### src/include/hpsf_pkg.sv
// host port status flags: shared offsets, field positions, reset values and spi framing
// assumes: one status register reached over the host spi port, 32-bit register words
package hpsf_pkg;

  // register map (word address carried in the spi header)
  localparam logic [5:0] HPSF_HOST_INTERFACE_STATUS_FLAGS_ADDR = 6'h08; // status flag register
  localparam logic [31:0] HPSF_HOST_INTERFACE_STATUS_FLAGS_RESET = 32'h00000040; // reset done set at reset
  localparam logic [31:0] HPSF_HOST_INTERFACE_STATUS_FLAGS_W1C_MASK = 32'h00001f7f; // clearable bits

  // field positions of the status word
  localparam int HPSF_BIT_CTRL_PROTECT_ERR = 12;
  localparam int HPSF_BIT_TX_CHECKSUM_ERR = 11;
  localparam int HPSF_BIT_TX_STAMP_READY_C = 10;
  localparam int HPSF_BIT_TX_STAMP_READY_B = 9;
  localparam int HPSF_BIT_TX_STAMP_READY_A = 8;
  localparam int HPSF_BIT_PORT1_PHY_IRQ = 7;
  localparam int HPSF_BIT_RESET_DONE_FLAG = 6;
  localparam int HPSF_BIT_HEADER_PARITY_ERR = 5;
  localparam int HPSF_BIT_EARLY_DESELECT_ERR = 4;
  localparam int HPSF_BIT_NET_RX_OVERFLOW = 3;
  localparam int HPSF_BIT_HOST_TX_UNDERRUN = 2;
  localparam int HPSF_BIT_HOST_TX_OVERFLOW = 1;
  localparam int HPSF_BIT_TX_PROTOCOL_ERR = 0;

  // spi transaction framing, counted in sclk rising edges
  localparam logic [6:0] HPSF_HDR_LAST = 7'd7; // last header bit index
  localparam logic [6:0] HPSF_DATA_FIRST = 7'd8; // first data bit index
  localparam logic [6:0] HPSF_DATA_LAST = 7'd39; // last data bit index
  localparam logic [6:0] HPSF_PROT_LAST = 7'd71; // last protection bit index

  // host transmit fifo size in bytes
  localparam int HPSF_TX_FIFO_BYTES = 4096;

endpackage : hpsf_pkg

### src/include/hpsf_reg_if.sv
// register access carrier between the spi slave and the flag bank
// assumes: both ends on the core clock; all strobes are one-cycle pulses
`timescale 1ns/1ps
interface hpsf_reg_if;
  logic wr_pulse; // validated register write
  logic rd_pulse; // register read starts, rdata sampled now
  logic [5:0] addr; // word address from the header
  logic [31:0] wdata; // write data
  logic [31:0] rdata; // read data from the bank
  logic hdr_err; // header parity failed
  logic lof_err; // chip select lost mid transaction
  logic cdp_err; // protected write data failed its check

  // spi side drives access strobes and link errors
  modport spi (output wr_pulse, output rd_pulse, output addr, output wdata,
               output hdr_err, output lof_err, output cdp_err, input rdata);
  // flag bank side consumes them and returns read data
  modport regs (input wr_pulse, input rd_pulse, input addr, input wdata,
                input hdr_err, input lof_err, input cdp_err, output rdata);
endinterface : hpsf_reg_if

### src/rtl/hpsf_status_top.sv
// host port status flag bank with its spi access port
// assumes: event inputs are one-cycle pulses on the core clock; phy irq is asynchronous
//
// Functional notes
// - flag failed protected control write data, chunked mode only
// - flag bad host checksum, still transmit
// - three clearable timestamp-ready flags, slots a-c
// - phy flag set at reset exit, masked
// - reset done flag resets set, nonmaskable irq
// - extended status follows reset done flag
// - flag header parity failure in chunked mode
// - flag chip select lost mid transaction
// - protection error also raises deselect error
// - flag network receive buffer overflow
// - underrun only under cut-through, stops packet
// - report free space per protocol mode
// - overflow drops frame until next start
// - transmit fifo holds at least 4 kB
// - flag chunk start/data ordering violations
// - flag new size before previous completes, generic mode only
`timescale 1ns/1ps
module hpsf_status_top #(
  parameter int TX_FIFO_BYTES = hpsf_pkg::HPSF_TX_FIFO_BYTES, // host tx fifo size
  parameter int SPACE_W = $clog2(TX_FIFO_BYTES) + 1, // free space width
  parameter int FSIZE_W = 11 // frame size counter width, in words
) (
  input wire logic i_core_clk,
  input wire logic i_rst_n,
  input wire logic i_spi_cs_n,
  input wire logic i_spi_sclk,
  input wire logic i_spi_mosi,
  output logic o_spi_miso,
  output logic o_spi_miso_oe,
  input wire logic i_chunked_mode,
  input wire logic i_ctrl_protect_en,
  input wire logic i_host_cut_through_en,
  input wire logic i_phy_irq_unmask,
  input wire logic i_phy_irq,
  input wire logic i_tx_checksum_bad,
  input wire logic [2:0] i_stamp_captured,
  input wire logic i_net_rx_overflow,
  input wire logic i_tx_underrun_evt,
  input wire logic i_fifo_wr_req,
  input wire logic i_fifo_wr_sof,
  input wire logic i_fifo_full,
  input wire logic [SPACE_W-1:0] i_tx_free_space,
  input wire logic i_chunk_strobe,
  input wire logic i_chunk_data_valid,
  input wire logic i_chunk_start_valid,
  input wire logic i_chunk_end_valid,
  input wire logic i_fsize_write,
  input wire logic [FSIZE_W-1:0] i_fsize_words,
  input wire logic i_tx_word_write,
  output logic o_fifo_wr_en,
  output logic o_frame_discard,
  output logic o_tx_stop_pkt,
  output logic [SPACE_W-1:0] o_tx_credit_field,
  output logic [SPACE_W-1:0] o_tx_space_value,
  output logic o_extended_status_ind,
  output logic o_nonmask_irq_n,
  output logic o_phy_irq_req,
  output logic [31:0] o_status_word
);

  // decode of the one mapped register, used by read and write paths
  function automatic logic hits_host_interface_status_flags(input logic [5:0] a);
    hits_host_interface_status_flags = (a == hpsf_pkg::HPSF_HOST_INTERFACE_STATUS_FLAGS_ADDR);
  endfunction

  hpsf_reg_if bus ();

  // spi access port
  hpsf_spi_slave u_spi (
    .i_core_clk(i_core_clk),
    .i_rst_n(i_rst_n),
    .i_spi_cs_n(i_spi_cs_n),
    .i_spi_sclk(i_spi_sclk),
    .i_spi_mosi(i_spi_mosi),
    .i_ctrl_protect_en(i_ctrl_protect_en),
    .o_spi_miso(o_spi_miso),
    .o_spi_miso_oe(o_spi_miso_oe),
    .bus(bus)
  );

  logic [31:0] flags_reg; // clearable flag bits, ro bits held at zero here
  logic [31:0] flags_next;
  logic phy_sync1_reg; // first synchroniser stage, read only by stage 2
  logic phy_sync2_reg;
  logic phy_boot_reg; // phy flag forced on after reset until first status read
  logic drop_reg; // discarding writes until next start of frame
  logic in_frame_reg; // chunked: start seen, end pending
  logic [FSIZE_W-1:0] remain_reg; // generic: words still owed
  logic [FSIZE_W-1:0] remain_next;
  logic [SPACE_W-1:0] credit_reg;
  logic [SPACE_W-1:0] space_reg;
  logic [31:0] status_q_reg; // registered copy for the status output

  // phy interrupt comes from another clock domain
  always_ff @(posedge i_core_clk or negedge i_rst_n) begin
    if (!i_rst_n) begin
      phy_sync1_reg <= 1'b0;
      phy_sync2_reg <= 1'b0;
    end else begin
      phy_sync1_reg <= i_phy_irq;
      phy_sync2_reg <= phy_sync1_reg;
    end
  end

  // status word read and write decode
  wire st_wr = bus.wr_pulse & hits_host_interface_status_flags(bus.addr);
  wire st_rd = bus.rd_pulse & hits_host_interface_status_flags(bus.addr);
  wire [31:0] clr_vec = st_wr ? (bus.wdata & hpsf_pkg::HPSF_HOST_INTERFACE_STATUS_FLAGS_W1C_MASK) : 32'h00000000;

  wire ovf_evt = i_fifo_wr_req & i_fifo_full & (~drop_reg | i_fifo_wr_sof);
  wire drop_next = ovf_evt ? 1'b1 : ((i_fifo_wr_req & i_fifo_wr_sof) ? 1'b0 : drop_reg);
  wire under_evt = i_tx_underrun_evt & i_host_cut_through_en;
  // chunk ordering checks, chunked mode only
  wire dv_orphan = i_chunk_data_valid & ~i_chunk_start_valid & ~in_frame_reg;
  wire sv_repeat = i_chunk_start_valid & in_frame_reg & ~i_chunk_end_valid;
  wire chunk_err = i_chunked_mode & i_chunk_strobe & (dv_orphan | sv_repeat);
  wire in_frame_next = (i_chunked_mode & i_chunk_strobe) ?
                       (i_chunk_start_valid | (in_frame_reg & ~i_chunk_end_valid)) :
                       in_frame_reg;
  // new size while words still owed
  wire size_err = ~i_chunked_mode & i_fsize_write & (remain_reg != '0);
  wire proto_err = chunk_err | size_err;
  wire lof_set = bus.lof_err | bus.cdp_err;

  // event to flag set vector
  logic [31:0] set_vec;
  always_comb begin
    set_vec = 32'h00000000;
    set_vec[hpsf_pkg::HPSF_BIT_CTRL_PROTECT_ERR] = bus.cdp_err & i_chunked_mode;
    set_vec[hpsf_pkg::HPSF_BIT_TX_CHECKSUM_ERR] = i_tx_checksum_bad;
    set_vec[hpsf_pkg::HPSF_BIT_TX_STAMP_READY_A] = i_stamp_captured[0];
    set_vec[hpsf_pkg::HPSF_BIT_TX_STAMP_READY_B] = i_stamp_captured[1];
    set_vec[hpsf_pkg::HPSF_BIT_TX_STAMP_READY_C] = i_stamp_captured[2];
    set_vec[hpsf_pkg::HPSF_BIT_HEADER_PARITY_ERR] = bus.hdr_err & i_chunked_mode;
    set_vec[hpsf_pkg::HPSF_BIT_EARLY_DESELECT_ERR] = lof_set;
    set_vec[hpsf_pkg::HPSF_BIT_NET_RX_OVERFLOW] = i_net_rx_overflow;
    set_vec[hpsf_pkg::HPSF_BIT_HOST_TX_UNDERRUN] = under_evt;
    set_vec[hpsf_pkg::HPSF_BIT_HOST_TX_OVERFLOW] = ovf_evt;
    set_vec[hpsf_pkg::HPSF_BIT_TX_PROTOCOL_ERR] = proto_err;
  end

  // set wins over a clear in the same cycle so no event is lost
  assign flags_next = ((flags_reg & ~clr_vec) | set_vec) & hpsf_pkg::HPSF_HOST_INTERFACE_STATUS_FLAGS_W1C_MASK;

  // flag storage
  always_ff @(posedge i_core_clk or negedge i_rst_n) begin
    if (!i_rst_n) begin
      flags_reg <= hpsf_pkg::HPSF_HOST_INTERFACE_STATUS_FLAGS_RESET;
    end else begin
      flags_reg <= flags_next;
    end
  end

  // phy flag raised at reset exit
  always_ff @(posedge i_core_clk or negedge i_rst_n) begin
    if (!i_rst_n) begin
      phy_boot_reg <= 1'b1;
    end else if (st_rd) begin
      phy_boot_reg <= 1'b0;
    end
  end

  // readable word: ro phy bit merged, reserved bits zero
  logic [31:0] status_word;
  always_comb begin
    status_word = flags_reg;
    status_word[hpsf_pkg::HPSF_BIT_PORT1_PHY_IRQ] = phy_boot_reg | phy_sync2_reg;
  end
  // unmapped addresses read as zero
  assign bus.rdata = hits_host_interface_status_flags(bus.addr) ? status_word : 32'h00000000;

  // transmit frame tracking and fifo space reporting
  always_ff @(posedge i_core_clk or negedge i_rst_n) begin
    if (!i_rst_n) begin
      drop_reg <= 1'b0;
      in_frame_reg <= 1'b0;
      remain_reg <= '0;
      credit_reg <= '0;
      space_reg <= '0;
      status_q_reg <= hpsf_pkg::HPSF_HOST_INTERFACE_STATUS_FLAGS_RESET;
    end else begin
      drop_reg <= drop_next;
      in_frame_reg <= in_frame_next;
      remain_reg <= remain_next;
      credit_reg <= i_chunked_mode ? i_tx_free_space : '0;
      space_reg <= i_chunked_mode ? '0 : i_tx_free_space;
      status_q_reg <= status_word;
    end
  end

  // generic mode words owed; a new size reloads even when flagged
  always_comb begin
    remain_next = remain_reg;
    if (i_fsize_write) begin
      remain_next = i_fsize_words;
    end else if (i_tx_word_write && remain_reg != '0) begin
      remain_next = remain_reg - 1'b1;
    end
  end

  // fifo write gating is a handshake, so combinational
  assign o_fifo_wr_en = i_fifo_wr_req & ~i_fifo_full & (~drop_reg | i_fifo_wr_sof);
  assign o_frame_discard = ovf_evt;
  assign o_tx_stop_pkt = under_evt;
  assign o_tx_credit_field = credit_reg;
  assign o_tx_space_value = space_reg;
  assign o_extended_status_ind = flags_reg[hpsf_pkg::HPSF_BIT_RESET_DONE_FLAG];
  assign o_nonmask_irq_n = ~flags_reg[hpsf_pkg::HPSF_BIT_RESET_DONE_FLAG];
  assign o_phy_irq_req = status_word[hpsf_pkg::HPSF_BIT_PORT1_PHY_IRQ] & i_phy_irq_unmask;
  assign o_status_word = status_q_reg;

  // protection error lands in both flags in chunked mode, else only in the deselect flag
  property p_cdp_both;
    @(posedge i_core_clk) disable iff (!i_rst_n)
      (bus.cdp_err && i_chunked_mode) |=> (flags_reg[12] && flags_reg[4]);
  endproperty
  a_cdp_both: assert property (p_cdp_both)
    else $error("protection error did not set both flags");

  property p_hdr_flag;
    @(posedge i_core_clk) disable iff (!i_rst_n) (bus.hdr_err && i_chunked_mode) |=> flags_reg[5];
  endproperty
  a_hdr_flag: assert property (p_hdr_flag)
    else $error("header parity flag not set");

  property p_lof_flag;
    @(posedge i_core_clk) disable iff (!i_rst_n) bus.lof_err |=> flags_reg[4];
  endproperty
  a_lof_flag: assert property (p_lof_flag)
    else $error("early deselect flag not set");

  property p_fcs_flag;
    @(posedge i_core_clk) disable iff (!i_rst_n) i_tx_checksum_bad |=> flags_reg[11];
  endproperty
  a_fcs_flag: assert property (p_fcs_flag)
    else $error("checksum flag not set");

  property p_stamp_c;
    @(posedge i_core_clk) disable iff (!i_rst_n) i_stamp_captured[2] |=> flags_reg[10];
  endproperty
  a_stamp_c: assert property (p_stamp_c)
    else $error("timestamp slot c flag not set");

  property p_underrun_gate;
    @(posedge i_core_clk) disable iff (!i_rst_n)
      $rose(flags_reg[2]) |-> $past(i_host_cut_through_en);
  endproperty
  a_underrun_gate: assert property (p_underrun_gate)
    else $error("underrun flagged without cut-through");

  property p_drop_until_sof;
    @(posedge i_core_clk) disable iff (!i_rst_n)
      ovf_evt ##1 (i_fifo_wr_req && !i_fifo_wr_sof) |-> !o_fifo_wr_en;
  endproperty
  a_drop_until_sof: assert property (p_drop_until_sof)
    else $error("write accepted after overflow before next start");

  property p_orphan_dv;
    @(posedge i_core_clk) disable iff (!i_rst_n)
      (i_chunked_mode && i_chunk_strobe && i_chunk_data_valid && !i_chunk_start_valid
       && !in_frame_reg) |=> flags_reg[0];
  endproperty
  a_orphan_dv: assert property (p_orphan_dv)
    else $error("orphan data chunk not flagged");

  property p_zero_keeps;
    @(posedge i_core_clk) disable iff (!i_rst_n)
      (st_wr && !bus.wdata[11] && flags_reg[11]) |=> flags_reg[11];
  endproperty
  a_zero_keeps: assert property (p_zero_keeps)
    else $error("writing zero cleared a flag");

  property p_phy_masked;
    @(posedge i_core_clk) disable iff (!i_rst_n) !i_phy_irq_unmask |-> !o_phy_irq_req;
  endproperty
  a_phy_masked: assert property (p_phy_masked)
    else $error("masked phy flag drove irq");

  property p_extended_status_ind_tracks;
    @(posedge i_core_clk) disable iff (!i_rst_n)
      (st_wr && bus.wdata[6] && !set_vec[6]) |=> (!o_extended_status_ind && o_nonmask_irq_n);
  endproperty
  a_extended_status_ind_tracks: assert property (p_extended_status_ind_tracks)
    else $error("extended status or irq stayed after reset done cleared");

endmodule : hpsf_status_top

### src/rtl/hpsf_spi_slave.sv
// spi slave for host register access, mode 0, msb first
// assumes: sclk, cs_n and mosi are asynchronous pins; core clock at least 8x sclk
`timescale 1ns/1ps
module hpsf_spi_slave (
  input wire logic i_core_clk,
  input wire logic i_rst_n,
  input wire logic i_spi_cs_n,
  input wire logic i_spi_sclk,
  input wire logic i_spi_mosi,
  input wire logic i_ctrl_protect_en,
  output logic o_spi_miso,
  output logic o_spi_miso_oe,
  hpsf_reg_if.spi bus
);

  // two-stage synchronisers, stage 1 read only by stage 2
  logic [2:0] sync1_reg;
  logic [2:0] sync2_reg;
  logic sclk_d_reg; // delayed synced sclk for edges
  logic cs_d_reg; // delayed synced cs_n for edges
  logic [6:0] cnt_reg; // sclk rising edges seen this frame
  logic [31:0] sin_reg; // incoming shift register
  logic [31:0] sout_reg; // outgoing read data
  logic [31:0] whold_reg; // write data awaiting protection word
  logic [5:0] addr_reg;
  logic wnr_reg; // write not read
  logic done_reg; // frame reached its expected end
  logic skip_reg; // header rejected, rest ignored
  logic wr_reg, rd_reg, hdr_reg, lof_reg, cdp_reg;

  always_ff @(posedge i_core_clk or negedge i_rst_n) begin
    if (!i_rst_n) begin
      sync1_reg <= 3'h7;
      sync2_reg <= 3'h7;
    end else begin
      sync1_reg <= {i_spi_cs_n, i_spi_sclk, i_spi_mosi};
      sync2_reg <= sync1_reg;
    end
  end

  wire cs_n_s = sync2_reg[2];
  wire sclk_s = sync2_reg[1];
  wire mosi_s = sync2_reg[0];
  wire sclk_rise = sclk_s & ~sclk_d_reg & ~cs_n_s;
  wire sclk_fall = ~sclk_s & sclk_d_reg & ~cs_n_s;
  wire cs_release = cs_n_s & ~cs_d_reg;
  wire [31:0] sin_next = {sin_reg[30:0], mosi_s};
  wire hdr_end = sclk_rise & (cnt_reg == hpsf_pkg::HPSF_HDR_LAST) & ~skip_reg;
  // odd parity over the whole header byte
  wire hdr_ok = ^sin_next[7:0];
  wire data_end = sclk_rise & (cnt_reg == hpsf_pkg::HPSF_DATA_LAST) & ~skip_reg & ~done_reg;
  wire prot_end = sclk_rise & (cnt_reg == hpsf_pkg::HPSF_PROT_LAST) & ~skip_reg & ~done_reg;
  wire need_prot = wnr_reg & i_ctrl_protect_en;

  // edge history
  always_ff @(posedge i_core_clk or negedge i_rst_n) begin
    if (!i_rst_n) begin
      sclk_d_reg <= 1'b0;
      cs_d_reg <= 1'b1;
    end else begin
      sclk_d_reg <= sclk_s;
      cs_d_reg <= cs_n_s;
    end
  end

  // bit counter and frame state, cleared while deselected
  always_ff @(posedge i_core_clk or negedge i_rst_n) begin
    if (!i_rst_n) begin
      cnt_reg <= 7'h00;
      sin_reg <= 32'h00000000;
      done_reg <= 1'b0;
      skip_reg <= 1'b0;
    end else if (cs_n_s) begin
      cnt_reg <= 7'h00;
      done_reg <= 1'b0;
      skip_reg <= 1'b0;
    end else if (sclk_rise) begin
      sin_reg <= sin_next;
      if (cnt_reg != 7'h7f) begin
        cnt_reg <= cnt_reg + 7'h01;
      end
      if (hdr_end && !hdr_ok) begin
        skip_reg <= 1'b1;
      end
      if ((hdr_end && hdr_ok && !sin_next[7]) || (data_end && !need_prot) || prot_end) begin
        done_reg <= 1'b1;
      end
    end
  end

  // header fields and held write data
  always_ff @(posedge i_core_clk or negedge i_rst_n) begin
    if (!i_rst_n) begin
      addr_reg <= 6'h00;
      wnr_reg <= 1'b0;
      whold_reg <= 32'h00000000;
    end else begin
      if (hdr_end && hdr_ok) begin
        wnr_reg <= sin_next[7];
        addr_reg <= sin_next[6:1];
      end
      if (data_end) begin
        whold_reg <= sin_next;
      end
    end
  end

  // read data shifted out on falling edges after the first data bit
  always_ff @(posedge i_core_clk or negedge i_rst_n) begin
    if (!i_rst_n) begin
      sout_reg <= 32'h00000000;
    end else if (hdr_end && hdr_ok && !sin_next[7]) begin
      sout_reg <= bus.rdata;
    end else if (sclk_fall && cnt_reg > hpsf_pkg::HPSF_DATA_FIRST) begin
      sout_reg <= {sout_reg[30:0], 1'b0};
    end
  end

  // one-cycle strobes to the flag bank
  always_ff @(posedge i_core_clk or negedge i_rst_n) begin
    if (!i_rst_n) begin
      {wr_reg, rd_reg, hdr_reg, lof_reg, cdp_reg} <= 5'h00;
    end else begin
      rd_reg <= 1'b0;
      wr_reg <= (data_end & wnr_reg & ~i_ctrl_protect_en) | (prot_end & (sin_next == ~whold_reg));
      hdr_reg <= hdr_end & ~hdr_ok;
      cdp_reg <= prot_end & (sin_next != ~whold_reg);
      lof_reg <= cs_release & (cnt_reg != 7'h00) & ~done_reg & ~skip_reg;
    end
  end

  assign bus.wr_pulse = wr_reg;
  // read request is combinational so rdata is captured in the header cycle
  assign bus.rd_pulse = hdr_end & hdr_ok & ~sin_next[7];
  assign bus.addr = (hdr_end & hdr_ok) ? sin_next[6:1] : addr_reg;
  assign bus.wdata = (cnt_reg > hpsf_pkg::HPSF_DATA_LAST) ? whold_reg : sin_reg;
  assign bus.hdr_err = hdr_reg;
  assign bus.lof_err = lof_reg;
  assign bus.cdp_err = cdp_reg;
  assign o_spi_miso = sout_reg[31];
  assign o_spi_miso_oe = ~cs_n_s & ~wnr_reg & (cnt_reg >= hpsf_pkg::HPSF_DATA_FIRST) & ~skip_reg;

  // a failed protected write must never also commit
  property p_cdp_blocks_write;
    @(posedge i_core_clk) disable iff (!i_rst_n) bus.cdp_err |-> !bus.wr_pulse;
  endproperty
  a_cdp_blocks_write: assert property (p_cdp_blocks_write)
    else $error("protected write committed despite check failure");

  // unused rd_reg kept constant for a clean reset image
  wire unused_rd = rd_reg;

endmodule : hpsf_spi_slave

### config.mk
export PLATFORM = sky130hd
export DESIGN_NAME = hpsf_status_top
export DESIGN_NICKNAME = d
export VERILOG_FILES = /design/src/include/hpsf_pkg.sv /design/src/include/hpsf_reg_if.sv /design/src/rtl/hpsf_status_top.sv /design/src/rtl/hpsf_spi_slave.sv
export SDC_FILE = /design/constraint.sdc
export NUM_CORES = 1
export LEC_CHECK = 0
export BUFFER_PORTS_ARGS = -buffer_cell sky130_fd_sc_hd__buf_2
export CORE_MARGIN = 2
export CORE_UTILIZATION = 40
export DETAILED_ROUTE_END_ITERATION = 10
export HOLD_SLACK_MARGIN = 0.15
export PLACE_DENSITY_LB_ADDON = 0.12
export SYNTH_ARGS = -nofsm -noshare
export SYNTH_HDL_FRONTEND = slang
export SYNTH_SLANG_ARGS = --single-unit
### constraint.sdc
create_clock -name i_core_clk -period 2.1 [get_ports i_core_clk]
set_input_delay 0.105 -clock i_core_clk [delete_from_list [all_inputs] [get_ports i_core_clk]]
set_output_delay 0.105 -clock i_core_clk [all_outputs]
set_load 0.02 [all_outputs]
==> impl_results.md, run 1 <==
* Worst r2r src: remain_reg[7]
* Switching part of the total at 27.5%
* Synth Instances at 678
* Clk_skew at 0.0167 ns
* Comb power frac at 18.3%
* Leak at 5.11 nW
* CTS clk-pin slew, worst paths at 0.07 ns
* Drt pass-1 iters at 4
* CP most frequent cell: or4_4
* Mapped Area at 8410 um2
* Total Neg Setup Slack at -0.0383 ns
* Final min period at 2.12 ns
* Die X at 149 um
* Port bufs at 95
* Layout cells sized above 1 at 35.5%
* Post-Synth XOR/XNOR Area at 5.31%
* Final period util at 101%
* Cell Int Power at 6.45 mW
* Failing checks: setup timing
* Sequential share of power at 44.2%
* Layout Utilization at 53.1%
* Routed length per placed instance at 16.9 um
* Initial antenna violation count at 0
* Worst Path Max Fanout at 8
* Clock Sinks at 190
* Critical path arrival at 2.44 ns
* MaxCap Viol Count at 0
* Switching power at 2.44 mW
* Slew Limit Fails at 0
* Synthesis-to-layout area growth at 31.5%
* IO Pins at 115
* Root buf cell: clkbuf_16
* Setup WS post-layout at -0.0173 ns
* Number of global-route vias before repair at 6036
* Seq cells post-synth at 190
* Setup crit start: remain_reg[7]
* GPL Wtd Cong at 0.870
* Rel. slew slack at 60.8%
* Final wirelength at 19.6 mm
* Clk pwr share at 37.5%
* Setup crit start kind: flip-flop
* Pwr dens at 803 nW/um2
* Htree depth at 4
* CP max stage delay at 0.63 ns
* Cell row count at 53
* Compound-cell area share of the yosys netlist at 6.95%
* Die footprint at 22200 um2
* CP Capture Type: flip-flop
* Post-DR vias/cell at 4.96
* Synth cell types at 67
* Status: finished with violations
* Synthesized area per cell at 12.4 um2
* Core box area at 20800 um2
* Clock latency on the worst-skew pair at 0.43 ns
* Yosys warning total at 0
* EDFF count, synth at 0
* Post-synth top flop: dfrtp_1
* Final #Nets at 924
* Synth Area in Adders at 0.446%
* Required time worst endpoint at 2.42 ns
* Post-synthesis sequential area ratio at 56.7%
* Setup Viol. Count Final at 3
* Global-route wire length before repair at 31.0 mm
* Setup CP Type: reg -> reg
* Hpwl dp at 13.0 mm
* Num CTS Buffers at 17
* Grt ovf at 0
* Tot GR Track Use at 17.7%
* Share of flip-flops with an asynchronous set or reset at 100%
* Mux cell area share after synthesis at 15.3%
* Initial Utilization at 40.4%
* Largest family of logic cells by synthesized area: multiplexers
* Final Hold Vio Count at 0
* Crit-path slowest cell: or4_4
* Die Ht at 149 um
* Maximum VDD drop at 0.000577 V
* DR vias at 5750
* Maximum clock insertion buffer count at 2
* DRT iter0 DRCs at 246
* Ant. Diodes at 0
* Fmax at 0.472 GHz
* Worst Hold Class: in -> reg
* Unrepaired setup endpoints after global routing: yes
* Synth Area in Simple Gates at 11.0%
* Hold Startpoint: i_chunked_mode
* Largest net degree at the start of global routing at 57
* Worst-Margin Slew at 0.582 ns
* Drc violations at 0
* Critical path cell sequence: or4_4, or4_4, nand3_2, xnor2_2, mux2_2
* CTS tree: yes
* Post-route antenna net violation count at 0
worst paths after layout:
path                                       end  slack (ns)  cells past startpoint
setup / recovery                 remain_reg[7]       -0.02                      5
hold / removal             o_tx_space_value[5]        0.16                      2
setup reg to reg                 remain_reg[7]       -0.02                      5
hold reg to reg             u_spi.sync2_reg[2]        0.36                      0
max in group asynchronous   u_spi.sync2_reg[2]        1.10                      3
min in group asynchronous  o_tx_space_value[4]        0.18                      2
per-stage QoR:
stage	instance area [um2]	cells	hold slack [ns]	power, mW	setup slack [ns]
final	11100	1160	0.159	8.89	-0.0173
after floorplan	8490	696	-0.191	4.79	0.00240
after global routing	11100	1160	0.189	9.30	-0.0814
after CTS	10700	1149	0.152	8.90	-0.0466
after global placement	9450	1062	0.0936	5.43	-0.0163
after detailed placement	9450	1062	0.101	5.46	-0.0623
Yosys cell counts (3+ instances only):
master | number | share of area (%)
a211oi_1 | 4 | 0.36
buf_2 | 16 | 0.95
nor4_1 | 4 | 0.30
a21oi_1 | 12 | 0.71
mux2_2 | 72 | 9.6
inv_1 | 16 | 0.71
ha_1 | 3 | 0.45
dfrtp_1 | 180 | 54
a22oi_1 | 5 | 0.45
buf_4 | 21 | 1.9
nand2b_1 | 3 | 0.22
o31a_1 | 6 | 0.62
xor2_1 | 36 | 3.7
a21boi_0 | 3 | 0.27
dfstp_2 | 10 | 3.1
xnor2_1 | 15 | 1.6
clkbuf_1 | 13 | 0.58
nor2b_1 | 14 | 1.0
mux2_1 | 3 | 0.40
nand3_1 | 3 | 0.18
nand2_1 | 33 | 1.5
a21o_1 | 3 | 0.27
o32a_1 | 5 | 0.59
mux2i_1 | 44 | 5.2
o211ai_1 | 5 | 0.45
nand4_1 | 16 | 1.2
nor3_1 | 8 | 0.48
and2_1 | 16 | 1.2
nor2_1 | 42 | 1.9
a311o_1 | 5 | 0.59
o21ai_0 | 13 | 0.77
a41oi_1 | 4 | 0.42
layout by cell type (no fill, tap or decap), types with 10 or more instances in the layout:
master         netlist  final
mux2_4               0     38
nand4_1             16     16
mux2_2              72     37
xor2_1              36     36
xnor2_1             15     13
mux2i_1             44     43
buf_2               16     94
nand2_1             33     32
clkbuf_16            0     20
conb_1               1     19
dlygate4sd3_1        0     49
dfrtp_1            180    180
o21ai_0             13     12
a21oi_1             12     11
dfstp_2             10     10
nor2_1              42     39
buf_4               21     46
and2_1              16     15
nor2b_1             14     14
inv_1               16     14
what timing repair did:
item | CTS | global route
setup endpoints to repair | 58 | 78
gates resized for setup | 17 | 61
hold buffers | 49 | 0
hold endpoints to repair | 203 | 0
buffers inserted | 4 | 7
pin swaps | 4 | 9
cloned | 2 | 4
critical path: cells and delay by family, from the launching register on:
kind | cells | cell delay [ns]
xor gates and xnor gates | 1 | 0.06
muxes | 1 | 0.26
DFF | 1 | 0.39
and+or+nand+nor | 3 | 1.30
cells by family after synthesis:
kind of cell    count (synthesis)
compound gates                 79
xor+xnor                       51
fa+ha+maj                       3
buf+inv                        68
flops                         190
mux                           119
other cells                     1
simple gates                  167
power by group through the flow:
stage / clock [mW] / sequential [mW] / combinational (mW)
final: 3.33 / 3.93 / 1.63
after global routing: 3.57 / 3.95 / 1.78
after CTS: 3.42 / 3.93 / 1.55
after detailed placement: 0 / 4.00 / 1.46
after global placement: 0 / 3.99 / 1.44
after floorplan: 0 / 3.98 / 0.809
routing by layer:
layer  GRT usage (%)  vias up  part of all wire, %
met1            23.0     2904                   45
met3            3.73       16                  3.2
met5               0        -                    0
met4            4.90        0                  1.0
li1                -     2739                    -
met2            30.0       91                   51
layout make-up:
class,count,area [um2]
clock buffer,18,429
clock inverter,14,181
fill,1844,9760
inverter,17,63.8
multi-input combinational,438,3640
sequential,190,4770
tap,275,344
timing repair buffer,208,1640
(Power assumes the default switching activity.)
==> run 2, diff against run 1 <==
- clock period: 2.1 -> 1.76 ns (I/O delays scaled with it)
==> impl_results.md, run 2 (same netlist as run 1, synthesis figures left out) <==
* Status: finished with violations
* Failing checks: setup timing
* Clock latency on the worst-skew pair at 0.43 ns (about the same)
* Final #Nets at 975 (+5.5%)
* Met2 Wirelength at 10.6 mm (+6.5%)
* Critical path cell sequence: or4b_4, buf_12, nor3_4, buf_12, clkbuf_16, mux2_4
* Die X at 149 um (unchanged)
* Htree depth at 4 (unchanged)
* Maximum clock insertion buffer count at 2 (unchanged)
* Slew Limit Fails at 0 (unchanged)
* Final period util at 121% (+20 points)
* Reg2Reg Setup Slack at -0.37 ns (-0.35 ns)
* Max layer used: met4
* R2r endpoint: u_spi.whold_reg[13]
* Hpwl dp at 13.5 mm (+3.2%)
* DR WL met3 at 600 um (-4.3%)
* Most common cell after layout, fill and taps aside: dfrtp_1
* Clk_skew at 0.0145 ns (-0.00218 ns)
* Initial antenna violation count at 0 (unchanged)
* Initial Utilization at 40.4% (unchanged)
* CTS clk-pin slew, worst paths at 0.07 ns (about the same)
* MaxCap Viol Count at 0 (unchanged)
* Worst Hold Class: in -> reg
* Setup CP Type: reg -> reg
* Worst r2r src: u_spi.sync2_reg[1]
* Die Ht at 149 um (unchanged)
* Final wirelength at 20.9 mm (+7.0%)
* Ant. Diodes at 0 (unchanged)
* Clock Sinks at 190 (unchanged)
* Worst Path Max Fanout at 8 (unchanged)
* Hold Path Sink: flags_reg[0]
* CTS tree: yes
* Num CTS Buffers at 17 (unchanged)
* Final Cell Area at 12000 um2 (+8.7%)
* Global-route wire length before repair at 33.0 mm (+6.6%)
* WHS Path Cells at 5 (+3)
* Fmax at 0.470 GHz (-0.48%)
* Pwr Total at 10.5 mW (+19%)
* Placed cell area at 9870 um2 (+4.5%)
* Post-DR vias/cell at 5.01 (+1.1%)
* GPL Wtd Cong at 0.875 (+0.68%)
* Min Hold Slack at 0.167 ns (+0.00782 ns)
* Metal-1 WL at 9.33 mm (+6.3%)
* Number of global-route vias before repair at 6355 (+5.3%)
* Drc violations at 0 (unchanged)
* FF-to-FF path depth at 6 (+1)
* Final min period at 2.13 ns (+0.0101 ns)
* Root buf cell: clkbuf_16
* IO Pins at 115 (unchanged)
* Maximum VDD drop at 0.000616 V (+6.8%)
* Die footprint at 22200 um2 (unchanged)
* Setup Viol. Count Final at 94 (+91)
* DRT iter0 DRCs at 246 (unchanged)
* Port bufs at 95 (unchanged)
* Largest net degree at the start of global routing at 57 (unchanged)
* Hold Startpoint: i_chunk_data_valid
* Leak at 5.45 nW (+6.7%)
* Synthesis-to-layout area growth at 43.0%
* Stages on the worst setup path at 6 (+1)
* Unrepaired setup endpoints after global routing: yes
* CP most frequent cell: buf_12
* Tot GR Track Use at 18.8% (+1.1 points)
* Routed length per placed instance at 17.3 um (+2.5%)
* Setup WS post-layout at -0.367 ns (-0.350 ns)
* Worst path top cell family by delay: simple AND/OR/NAND/NOR gates
* Crit-path slowest cell: dfstp_2
* Critical path arrival at 2.44 ns (about the same)
* Final Hold Vio Count at 0 (unchanged)
* Layout cells sized above 1 at 44.7% (+9.2 points)
* Setup crit start: u_spi.sync2_reg[1]
* Post-route antenna net violation count at 0 (unchanged)
* Most frequent cells in the layout: dfrtp_1 (180), buf_2 (93), buf_4 (73)
* CP max stage delay at 0.53 ns (-0.10 ns)
* DR vias at 6066 (+5.5%)
* CP Buf/Inv Count at 3 (+3)
* Core box area at 20800 um2 (unchanged)
* Total Neg Setup Slack at -26.47 ns (-26.43 ns)
* Pwr dens at 876 nW/um2 (+9.1%)
* Required time worst endpoint at 2.07 ns (-0.35 ns)
* Grt ovf at 0 (unchanged)
* CP Capture Type: flip-flop
* Drt pass-1 iters at 4 (unchanged)
* Cell row count at 53 (unchanged)
* Setup crit start kind: flip-flop
[run 2: cell count changes in the layout (fill, tap and decap cells not counted), sizes merged]
cell	previous run	this run
buf	155	201
dlygate4sd3	49	53
bufinv	3	0
clkinv	3	5
clkbuf	22	23
clkinvlp	4	5
[run 2: worst register-to-register path, cell delays in order, from the launching register on]
cell       delay [ns]
dfstp_2          0.53
or4b_4           0.50
buf_12           0.15
nor3_4           0.19
buf_12           0.16
clkbuf_16        0.18
mux2_4           0.31
[run 2: power breakdown]
| group | internal (mW) | leakage, nW | switching, mW |
|---|---|---|---|
| clock network | 1.86 | 0.262 | 1.78 |
| registers | 4.54 | 2.45 | 0.143 |
| logic | 1.07 | 2.74 | 1.14 |
[run 2: worst max-delay path by stage]
stage,end
detailed placement,flags_reg[0]
floorplan,u_spi.addr_reg[0]
global placement,u_spi.addr_reg[5]
CTS,remain_reg[5]
global route,u_spi.whold_reg[17]
finish,u_spi.whold_reg[13]
[run 2: per-layer routing]
metal  vias to the layer above  track usage [%]
met5                         -                0
met4                         0             6.24
met3                        27             2.78
met2                       101             31.7
met1                      3102             24.9
li1                       2836                -
[run 2: cell type report]
type | instances | area [um2]
Fill cell | 1711 | 8800
Sequential cell | 190 | 4770
Multi-Input combinational cell | 438 | 4080
Timing Repair Buffer | 259 | 2210
Clock buffer | 18 | 429
Tap cell | 275 | 344
Clock inverter | 14 | 129
Inverter | 17 | 70.1
[run 2: repair_timing]
| action | CTS | global route |
|---|---|---|
| resized for setup | 58 | 101 |
| setup endpoints to repair | 98 | 128 |
| hold buffers | 53 | 2 |
| setup buffers | 12 | 16 |
| gates cloned | 5 | 5 |
| pin swaps | 43 | 26 |
| endpoints found under the hold margin | 240 | 25 |
[run 2: stage by stage]
stage	utilization, %	setup WS (ns)	std cells
after floorplan	-	-0.289	696
after global placement	47.4	-0.294	1093
after detailed placement	47.4	-0.349	1093
after CTS	54.7	-0.357	1194
after global routing	57.8	-0.409	1211
final	57.8	-0.367	1211
